$ cat src/core/cdr_ctrl_cfg.svh
// Offsets, field positions, reset values and timing for the front-end control bank
// Contract
// (RULE1) Sample instant moves in 1/32 UI steps, only above 5.65 Gbps.
// (RULE2) Sample phase field is a signed two's complement nibble.
// (RULE3) Seven-bit slice word sets the input decision threshold.
// (RULE4) A slice word of all zeros disables the slice function.
// (RULE5) Slice top bit picks normal (0) or extended (1) slice mode.
// (RULE6) Termination float bit: 0 drives common mode, 1 floats it.
// (RULE7) Input stage: 00 limiter, 01 equalizer, 10 buffer; host never writes 11.
// (RULE8) Auto equalizer bit: 0 manual gain, 1 adaptive equalizer.
// (RULE9) Low nibble of the input stage register sets equalizer gain.
// (RULE10) Squelch bit 1 squelches the data output.
// (RULE11) Data disable bit 1 turns the data output off.
// (RULE12) Clock disable bit 1 turns the recovered clock output off.
// (RULE13) Outputs always run double data rate; that bit is reserved. The code drives double_rate 0 while reset_i is high.
// (RULE14) Data polarity bit 1 inverts output data.
// (RULE15) Clock polarity bit 1 inverts output clock.
// (RULE16) Upper swing nibble sets data amplitude, about 50 mV a step, reset 0xC.
// (RULE17) Host never writes data swing codes 0x1 to 0x3.
// (RULE18) Host writes zeros to reserved bits and ignores their read value.
// (RULE19) Writable fields read back the last written value or the default.
`ifndef CDR_CTRL_CFG_SVH
`define CDR_CTRL_CFG_SVH

// ============================================================
// Register offsets
`define OFS_SAMPLE_PHASE_OFFSET 8'h14
`define OFS_SLICE_THRESHOLD 8'h15
`define OFS_INPUT_STAGE_CONFIG 8'h16
`define OFS_OUTPUT_CONTROL 8'h1E
`define OFS_OUTPUT_SWING 8'h1F

// ============================================================
// Field positions
`define POS_PHASE_HI 3
`define POS_SLICE_EXT 7
`define POS_SLICE_HI 6
`define POS_TERM_FLOAT 7
`define POS_INSEL_HI 6
`define POS_INSEL_LO 5
`define POS_AUTO_EQ 4
`define POS_EQ_HI 3
`define POS_SQUELCH 5
`define POS_DATA_OFF 4
`define POS_CLOCK_OFF 3
`define POS_DATA_INV 1
`define POS_CLOCK_INV 0
`define POS_SWING_HI 7
`define POS_SWING_LO 4

// ============================================================
// Writable masks; reserved bits read zero
`define MASK_SAMPLE_PHASE_OFFSET 8'h0F
`define MASK_OUTPUT_CONTROL 8'h3B

// ============================================================
// Reset values
`define RST_SAMPLE_PHASE_OFFSET 8'h00
`define RST_SLICE_THRESHOLD 8'h00
`define RST_INPUT_STAGE_CONFIG 8'h00
`define RST_OUTPUT_CONTROL 8'h00
`define RST_OUTPUT_SWING 8'hCC

// ============================================================
// Management bus
`define MGMT_DEV_ADDR 7'h2A
`define MGMT_SYNC_STAGES 3

`endif

$ cat src/core/cdr_ctrl_pkg.sv
// Types shared by the front-end control bank
package cdr_ctrl_pkg;

    typedef enum logic [1:0] {
        stage_limiter,
        stage_equalizer,
        stage_buffer,
        stage_undefined
    } input_stage_e;

    typedef struct packed {
        logic signed [3:0] sample_phase;
        logic phase_active;
        logic [6:0] slice_level;
        logic slice_enable;
        logic slice_extended;
        logic term_float;
        input_stage_e input_stage;
        logic auto_equalizer_enable;
        logic [3:0] equalizer_gain;
        logic data_squelch;
        logic data_output_off;
        logic clock_output_off;
        logic double_rate;
        logic data_invert;
        logic clock_invert;
        logic [3:0] data_swing;
    } front_end_ctrl_s;

    typedef enum logic [3:0] {
        mgmt_idle,
        mgmt_addr,
        mgmt_addr_ack,
        mgmt_sub,
        mgmt_sub_ack,
        mgmt_write,
        mgmt_write_ack,
        mgmt_read,
        mgmt_read_ack
    } mgmt_state_e;

endpackage

$ cat src/core/cdr_front_end_ctrl.sv
// Front-end control registers behind the serial management bus
`timescale 1ns/1ps
`include "cdr_ctrl_cfg.svh"
module cdr_front_end_ctrl
    import cdr_ctrl_pkg::*;
#(
    parameter logic [6:0] DEV_ADDR = `MGMT_DEV_ADDR
) (
    input wire logic mclk_i,
    input wire logic reset_i,
    input wire logic scl_i,
    input wire logic sda_i,
    output logic sda_o,
    output logic sda_oe_o,
    input wire logic high_rate_i,
    output front_end_ctrl_s ctrl_o
);

    // ============================================================
    // Pin synchronisation
    logic [1:0] pins_level;
    logic scl_lvl;
    logic sda_lvl;
    logic scl_prev;
    logic sda_prev;
    logic scl_rise;
    logic scl_fall;
    logic start_seen;
    logic stop_seen;

    pin_sync #(
        .WIDTH(2),
        .INIT(2'h3)
    ) u_pin_sync (
        .mclk_i(mclk_i),
        .reset_i(reset_i),
        .pin_i({scl_i, sda_i}),
        .level_o(pins_level)
    );

    assign scl_lvl = pins_level[1];
    assign sda_lvl = pins_level[0];

    always_ff @(posedge mclk_i) begin
        if (reset_i) begin
            scl_prev <= 1'b1;
            sda_prev <= 1'b1;
        end else begin
            scl_prev <= scl_lvl;
            sda_prev <= sda_lvl;
        end
    end

    assign scl_rise = scl_lvl && !scl_prev;
    assign scl_fall = !scl_lvl && scl_prev;
    assign start_seen = scl_lvl && scl_prev && sda_prev && !sda_lvl;
    assign stop_seen = scl_lvl && scl_prev && !sda_prev && sda_lvl;

    // ============================================================
    // Register storage
    logic [7:0] sample_phase_offset;
    logic [7:0] slice_threshold;
    logic [7:0] input_stage_config;
    logic [7:0] output_control;
    logic [7:0] output_swing;

    // ============================================================
    // Protocol state
    mgmt_state_e state;
    logic [7:0] shreg;
    logic [2:0] bit_cnt;
    logic byte_done;
    logic [7:0] ptr;
    logic read_dir;
    logic wr_stb;
    logic [7:0] wr_addr;
    logic [7:0] wr_data;
    logic [7:0] rd_data;

    // Reserved positions read as zero
    function automatic logic [7:0] read_reg(input logic [7:0] a);
        logic [7:0] v;
        v = 8'h00;
        unique case (a)
            `OFS_SAMPLE_PHASE_OFFSET: v = sample_phase_offset;
            `OFS_SLICE_THRESHOLD: v = slice_threshold;
            `OFS_INPUT_STAGE_CONFIG: v = input_stage_config;
            `OFS_OUTPUT_CONTROL: v = output_control;
            `OFS_OUTPUT_SWING: v = output_swing;
            default: v = 8'h00;
        endcase
        return v;
    endfunction

    // ============================================================
    // Read data mux
    // A process, not an assign, so a register change alone re-evaluates the mux
    always_comb begin
        rd_data = read_reg(ptr);
    end

    // ============================================================
    // Protocol engine
    always_ff @(posedge mclk_i) begin
        if (reset_i) begin
            state <= mgmt_idle;
            shreg <= 8'h00;
            bit_cnt <= 3'h0;
            byte_done <= 1'b0;
            ptr <= 8'h00;
            read_dir <= 1'b0;
            sda_oe_o <= 1'b0;
            wr_stb <= 1'b0;
            wr_addr <= 8'h00;
            wr_data <= 8'h00;
        end else begin
            wr_stb <= 1'b0;
            if (start_seen) begin
                // Repeated start keeps the register pointer
                state <= mgmt_addr;
                bit_cnt <= 3'h0;
                byte_done <= 1'b0;
                sda_oe_o <= 1'b0;
            end else if (stop_seen) begin
                state <= mgmt_idle;
                sda_oe_o <= 1'b0;
            end else if (scl_rise) begin
                unique case (state)
                    mgmt_addr, mgmt_sub, mgmt_write: begin
                        shreg <= {shreg[6:0], sda_lvl};
                        bit_cnt <= bit_cnt + 3'h1;
                        byte_done <= (bit_cnt == 3'h7);
                    end
                    mgmt_read: begin
                        bit_cnt <= bit_cnt + 3'h1;
                        byte_done <= (bit_cnt == 3'h7);
                    end
                    mgmt_read_ack: begin
                        // Controller NACK ends the read burst
                        if (sda_lvl) begin
                            state <= mgmt_idle;
                        end
                    end
                    default: begin
                    end
                endcase
            end else if (scl_fall) begin
                unique case (state)
                    mgmt_addr: begin
                        if (byte_done) begin
                            byte_done <= 1'b0;
                            if (shreg[7:1] == DEV_ADDR) begin
                                read_dir <= shreg[0];
                                sda_oe_o <= 1'b1;
                                state <= mgmt_addr_ack;
                            end else begin
                                state <= mgmt_idle;
                            end
                        end
                    end
                    mgmt_addr_ack: begin
                        bit_cnt <= 3'h0;
                        if (read_dir) begin
                            shreg <= rd_data;
                            sda_oe_o <= !rd_data[7];
                            ptr <= ptr + 8'h01;
                            state <= mgmt_read;
                        end else begin
                            sda_oe_o <= 1'b0;
                            state <= mgmt_sub;
                        end
                    end
                    mgmt_sub: begin
                        if (byte_done) begin
                            byte_done <= 1'b0;
                            ptr <= shreg;
                            sda_oe_o <= 1'b1;
                            state <= mgmt_sub_ack;
                        end
                    end
                    mgmt_write: begin
                        if (byte_done) begin
                            // Only a complete byte reaches the bank
                            byte_done <= 1'b0;
                            wr_stb <= 1'b1;
                            wr_addr <= ptr;
                            wr_data <= shreg;
                            ptr <= ptr + 8'h01;
                            sda_oe_o <= 1'b1;
                            state <= mgmt_write_ack;
                        end
                    end
                    mgmt_sub_ack, mgmt_write_ack: begin
                        bit_cnt <= 3'h0;
                        sda_oe_o <= 1'b0;
                        state <= mgmt_write;
                    end
                    mgmt_read: begin
                        if (byte_done) begin
                            byte_done <= 1'b0;
                            sda_oe_o <= 1'b0;
                            state <= mgmt_read_ack;
                        end else begin
                            shreg <= {shreg[6:0], 1'b0};
                            sda_oe_o <= !shreg[6];
                        end
                    end
                    mgmt_read_ack: begin
                        bit_cnt <= 3'h0;
                        shreg <= rd_data;
                        sda_oe_o <= !rd_data[7];
                        ptr <= ptr + 8'h01;
                        state <= mgmt_read;
                    end
                    default: begin
                    end
                endcase
            end
        end
    end

    // Open-drain: the pin is only ever pulled low
    always_ff @(posedge mclk_i) begin
        sda_o <= 1'b0;
    end

    // ============================================================
    // Register writes; unmapped offsets are acknowledged and dropped
    always_ff @(posedge mclk_i) begin
        if (reset_i) begin
            sample_phase_offset <= `RST_SAMPLE_PHASE_OFFSET;
            slice_threshold <= `RST_SLICE_THRESHOLD;
            input_stage_config <= `RST_INPUT_STAGE_CONFIG;
            output_control <= `RST_OUTPUT_CONTROL;
            output_swing <= `RST_OUTPUT_SWING; // see (RULE16)
        end else if (wr_stb) begin
            unique case (wr_addr)
                `OFS_SAMPLE_PHASE_OFFSET: begin
                    sample_phase_offset <= wr_data & `MASK_SAMPLE_PHASE_OFFSET; // see (RULE19)
                end
                `OFS_SLICE_THRESHOLD: begin
                    slice_threshold <= wr_data; // see (RULE19)
                end
                `OFS_INPUT_STAGE_CONFIG: begin
                    input_stage_config <= wr_data; // see (RULE19)
                end
                `OFS_OUTPUT_CONTROL: begin
                    // Double rate bit is held at zero; it has no selectable effect
                    output_control <= wr_data & `MASK_OUTPUT_CONTROL; // see (RULE13)
                end
                `OFS_OUTPUT_SWING: begin
                    // Codes 0x1 to 0x3 are stored as written; the host must avoid them
                    output_swing <= wr_data; // see (RULE17)
                end
                default: begin
                end
            endcase
        end
    end

    // ============================================================
    // Decoded controls toward the analog stages
    front_end_ctrl_s next_ctrl;

    always_comb begin
        next_ctrl = '0;
        // Phase offset only takes effect at high data rates
        next_ctrl.phase_active = high_rate_i; // see (RULE1)
        if (high_rate_i) begin
            next_ctrl.sample_phase =
                $signed(sample_phase_offset[`POS_PHASE_HI:0]); // see (RULE1) see (RULE2)
        end else begin
            next_ctrl.sample_phase = 4'sh0;
        end
        next_ctrl.slice_level = slice_threshold[`POS_SLICE_HI:0]; // see (RULE3)
        next_ctrl.slice_enable = |slice_threshold[`POS_SLICE_HI:0]; // see (RULE4)
        next_ctrl.slice_extended = slice_threshold[`POS_SLICE_EXT]; // see (RULE5)
        next_ctrl.term_float = input_stage_config[`POS_TERM_FLOAT]; // see (RULE6)
        // Code 11 is passed on unchanged so misuse stays visible
        next_ctrl.input_stage =
            input_stage_e'(input_stage_config[`POS_INSEL_HI:`POS_INSEL_LO]); // see (RULE7)
        next_ctrl.auto_equalizer_enable = input_stage_config[`POS_AUTO_EQ]; // see (RULE8)
        next_ctrl.equalizer_gain = input_stage_config[`POS_EQ_HI:0]; // see (RULE9)
        next_ctrl.data_squelch = output_control[`POS_SQUELCH]; // see (RULE10)
        next_ctrl.data_output_off = output_control[`POS_DATA_OFF]; // see (RULE11)
        next_ctrl.clock_output_off = output_control[`POS_CLOCK_OFF]; // see (RULE12)
        next_ctrl.double_rate = 1'b1; // see (RULE13)
        next_ctrl.data_invert = output_control[`POS_DATA_INV]; // see (RULE14)
        next_ctrl.clock_invert = output_control[`POS_CLOCK_INV]; // see (RULE15)
        next_ctrl.data_swing = output_swing[`POS_SWING_HI:`POS_SWING_LO]; // see (RULE16)
    end

    always_ff @(posedge mclk_i) begin
        if (reset_i) begin
            ctrl_o <= '0;
        end else begin
            ctrl_o <= next_ctrl;
        end
    end

endmodule

$ cat src/core/pin_sync.sv
// Three-stage pin synchroniser with two-stage agreement filter
`timescale 1ns/1ps
module pin_sync #(
    parameter int WIDTH = 2,
    parameter logic [WIDTH-1:0] INIT = '1
) (
    input wire logic mclk_i,
    input wire logic reset_i,
    input wire logic [WIDTH-1:0] pin_i,
    output logic [WIDTH-1:0] level_o
);

    logic [WIDTH-1:0] stage1;
    logic [WIDTH-1:0] stage2;
    logic [WIDTH-1:0] stage3;

    // ============================================================
    // Per-bit chain; stage1 feeds only stage2
    genvar b;
    generate
        for (b = 0; b < WIDTH; b++) begin : g_bit
            always_ff @(posedge mclk_i) begin
                if (reset_i) begin
                    stage1[b] <= INIT[b];
                    stage2[b] <= INIT[b];
                    stage3[b] <= INIT[b];
                    level_o[b] <= INIT[b];
                end else begin
                    stage1[b] <= pin_i[b];
                    stage2[b] <= stage1[b];
                    stage3[b] <= stage2[b];
                    // A change counts only once two stages agree
                    if (stage2[b] == stage3[b]) begin
                        level_o[b] <= stage3[b];
                    end
                end
            end
        end
    endgenerate

endmodule

$ cat config.mk
export PLATFORM = sky130hd
export DESIGN_NAME = cdr_front_end_ctrl
export DESIGN_NICKNAME = d
export VERILOG_FILES = /design/src/core/cdr_ctrl_pkg.sv /design/src/core/cdr_front_end_ctrl.sv /design/src/core/pin_sync.sv
export VERILOG_INCLUDE_DIRS = /design/src /design/src/core
export SDC_FILE = /design/constraint.sdc
export NUM_CORES = 1
export LEC_CHECK = 0
export ABC_AREA = 0
export CAP_MARGIN = 20
export CORE_MARGIN = 2
export CORE_UTILIZATION = 60
export DETAILED_ROUTE_END_ITERATION = 10
export DONT_BUFFER_PORTS = 1
export PLACE_DENSITY = 0.76
export SLEW_MARGIN = 10
export SYNTH_ARGS = -nofsm -noshare
export SYNTH_HDL_FRONTEND = slang
export SYNTH_HIERARCHICAL = 1
export SYNTH_SLANG_ARGS = --single-unit
$ cat constraint.sdc
create_clock -name mclk_i -period 3.4 [get_ports mclk_i]
set_input_delay 0.68 -clock mclk_i [delete_from_list [all_inputs] [get_ports mclk_i]]
set_output_delay 0.68 -clock mclk_i [all_outputs]
set_load 0.05 [all_outputs]
==> reports/metrics.csv <==
stage,metric,value,unit
sta,finalHoldViolCount,0,
clocking,cts.sinks,118,
critical_path,end_kind,flop,
min_path,holdCritPathClass,primary input to flop,
critical_path,reg2reg_from,ptr[1]$_SDFFE_PP0P_,
global_routing,grt_pass1_wl,19430,um
critical_path,r2r_end,shreg[0]$_SDFFE_PP0P_,
sta,finClkSkew,0.008334,ns
sta,slew-limit-headroom,55.78,%
global_routing,grt_use_total,25.83,%
global_routing,grt_pass1_vias,3722,
critical_path,reg2reg_slack,1.21,ns
sta,grt_setup_unrepaired,no,
placed_design,dpl_cell_area,0.005117,mm2
logic_synthesis,synth-seq-cells,118,
critical_path,cp.arrival,2.64,ns
detailed_routing,vias,4058,
placed_design,dpl.hpwl,7745,um
placed_design,io_buffers,0,
logic_synthesis,syn_area_per_cell,9.635,um2
clocking,cts_resized,0,
power_and_ir_drop,irDropWorstVdd,0.4179,mV
detailed_routing,drtAntennaViolNets,0,
clocking,cts_buffers,17,
clocking,htree_levels,4,
logic_synthesis,synth-edff-count,0,
critical_path,crit_slowest_cell,dfxtp_1,
clocking,root_buffer,clkbuf_8,
floorplanning,boundaryPins,39,
logic_synthesis,yosys.area.top_type,dfxtp_1,
clocking,hold_buffers,0,
detailed_routing,routed_via_density,6.341,
layout,num_antenna_cells,0,
detailed_routing,firstDrtPassIters,5,
clocking,post-cts-setup-buffers,0,
layout,drive_gt1_share,9.907,%
floorplanning,fp.dieW,96.60,um
logic_synthesis,yosysTopAreaCellShare,45.91,%
min_path,hold_end,state[0]$_SDFFE_PP0P_,
critical_path,crit_chain,ha_1 -> and3_1 -> nand2_1 -> a31oi_4 -> o21ai_0 -> a21oi_1,
global_routing,grt-ovfl-total,0,
detailed_routing,drt_iter0_drc,452,
sta,setup_viol,0,
logic_synthesis,synthDistinctLibCells,72,
critical_path,cpPeakStageDelay,0.53,ns
detailed_routing,drc_errors,0,
clocking,clockBufferDepth,2,
clocking,clk-insertion-delay-late,0.52,ns
min_path,hp-start,reset_i,
floorplanning,row_count,33,
critical_path,crit_path_start_kind,flop,
min_path,hold_depth,1,
sta,fin_setup_tns,0,ns
sta,holdWs,0.2398,ns
global_routing,grt_max_degree,95,
floorplanning,die_area,0.009332,mm2
critical_path,crit_type,flop to flop,
status,outcome,"complete, no violations",
detailed_routing,routed_wl,11940,um
logic_synthesis,synth-async-reset-ratio,0,%
layout,area_growth,11.41,%
global_routing,antenna_found_initial,0,
placed_design,preCtsSetupSlack,1.265,ns
logic_synthesis,ys_warn_count,6,
logic_synthesis,netlist_top_cells_area,"dfxtp_1 (46%), mux2i_1 (11%), nor2_1 (4.7%), nor2b_1 (3.9%), o21ai_0 (2.4%)",
floorplanning,dieHeight,96.60,um
layout,finalNetCount,536,
logic_synthesis,synth_top_cells_by_count,"dfxtp_1 (118), nor2_1 (65), mux2i_1 (55)",
logic_synthesis,synth_most_common_cell,dfxtp_1,
floorplanning,coreArea,0.008258,mm2
logic_synthesis,ys_seq_area_share,45.91,%
logic_synthesis,syn_nets,548,
layout,stdcell_area,0.005732,mm2
critical_path,path_max_fanout,10,
sta,setup_ws,1.207,ns
logic_synthesis,syn-instance-count,534,
critical_path,critPathRequiredTime,3.85,ns
sta,period_minus_slack,2.193,ns
flow_run,cap_violations,0,
power_and_ir_drop,p_leak,2.133,nW
sta,fmax,456.0,MHz
floorplanning,initial_utilization,62.30,%
sta,worst_pin_slew,0.6633,ns
clocking,clk_pin_slew,0.06,ns
power_and_ir_drop,powerDensity,567.9,mW/mm2
clocking,cts_tree,done,
sta,period_share,64.50,%
logic_synthesis,syn_area,0.005145,mm2
placed_design,routabilityCongestion,0.9033,
critical_path,rr_worst_depth,6,
logic_synthesis,synthFlopType,dfxtp_1,
detailed_routing,routedWlPerCell,18.65,um
sta,slew_violations,0,
-- where the power goes --
part / internal, W / leakage, nW / switching, W / total [W]
logic: 0.00000423 / 0.884 / 0.0000110 / 0.0000153
registers: 0.00139 / 0.953 / 0.0000113 / 0.00140
clock network: 0.00116 / 0.296 / 0.000684 / 0.00184
total: 0.00255 / 2.13 / 0.000706 / 0.00325
-- worst max-delay path, delay by kind of cell (launching register included) --
kind / cells / cell delay [ns]
AO/OA/AOI/OAI: 3 / 0.65
adder cells (fa/ha/maj): 1 / 0.47
AND/OR/NAND/NOR: 2 / 0.47
flip-flops: 1 / 0.53
-- per-layer routing --
layer  GRT usage, %  vias up  routed length, um
met5              0        -                  0
met4          8.342        0                155
met3          6.069       19                724
met2          41.08      158               5708
met1          34.86     1977               5349
li1               -     1904                  -
-- metrics by stage --
step / cells / utilization, % / total power, W
detailed placement: 608 / 61.97 / 0.001445
CTS: 640 / 69.41 / 0.003267
global route: 640 / 69.41 / 0.003341
finish: 640 / 69.41 / 0.003255
floorplan: 534 / - / 0.001455
global placement: 608 / 61.97 / 0.001445
-- worst max-delay path by stage --
stage                               start               endpoint  slack (ns)  cells after the start
global route        state[3]$_SDFFE_PP0P_  sda_oe_o$_SDFFE_PP0P_        1.06                      5
global placement    state[3]$_SDFFE_PP0P_  sda_oe_o$_SDFFE_PP0P_        1.25                      5
detailed placement  state[3]$_SDFFE_PP0P_  sda_oe_o$_SDFFE_PP0P_        1.27                      5
finish                ptr[1]$_SDFFE_PP0P_  shreg[0]$_SDFFE_PP0P_        1.21                      6
CTS                 state[3]$_SDFFE_PP0P_  sda_oe_o$_SDFFE_PP0P_        1.24                      5
floorplan             ptr[1]$_SDFFE_PP0P_  shreg[1]$_SDFFE_PP0P_        1.59                      8
-- kinds of logic after synthesis --
group	share of synthesized area (%)
XOR/XNOR	0.3405
buffers and inverters	4.158
AND/OR/NAND/NOR	20.69
AO/OA/AOI/OAI	15.93
flip-flops	45.91
other	0.07289
multiplexers	10.70
adder cells (fa/ha/maj)	2.189
-- cell type report --
class / count / area, um2
clock buffer: 18 / 427.9
clock inverter: 14 / 186.4
fill: 633 / 2526
inverter: 9 / 33.78
multi-input combinational: 374 / 2575
sequential: 118 / 2362
tap: 105 / 131.4
timing repair buffer: 2 / 15.01
-- placed cells by master (no fill, tap or decap), types with 8 or more instances in the layout --
| cell | Yosys | layout |
|---|---|---|
| nand2_1 | 25 | 25 |
| a22oi_1 | 11 | 11 |
| ha_1 | 9 | 9 |
| a21oi_1 | 22 | 22 |
| dfxtp_1 | 118 | 118 |
| nor2_1 | 65 | 65 |
| and2_1 | 8 | 8 |
| nor2b_1 | 32 | 32 |
| inv_1 | 8 | 8 |
| mux2i_1 | 55 | 55 |
| clkbuf_16 | 0 | 16 |
| o21ai_0 | 25 | 25 |
-- flip-flops by register name, summed over array words and instances, names as in the netlist, 2 cells and up --
signal,flops
state,4
ptr,8
u_pin_sync/level_o,2
wr_data,8
u_pin_sync/stage3,2
input_stage_config,8
output_swing,8
wr_addr,8
sample_phase_offset,4
slice_threshold,8
ctrl_o,32
u_pin_sync/stage2,2
u_pin_sync/stage1,2
shreg,8
output_control,5
bit_cnt,3
(Power assumes the default switching activity.)
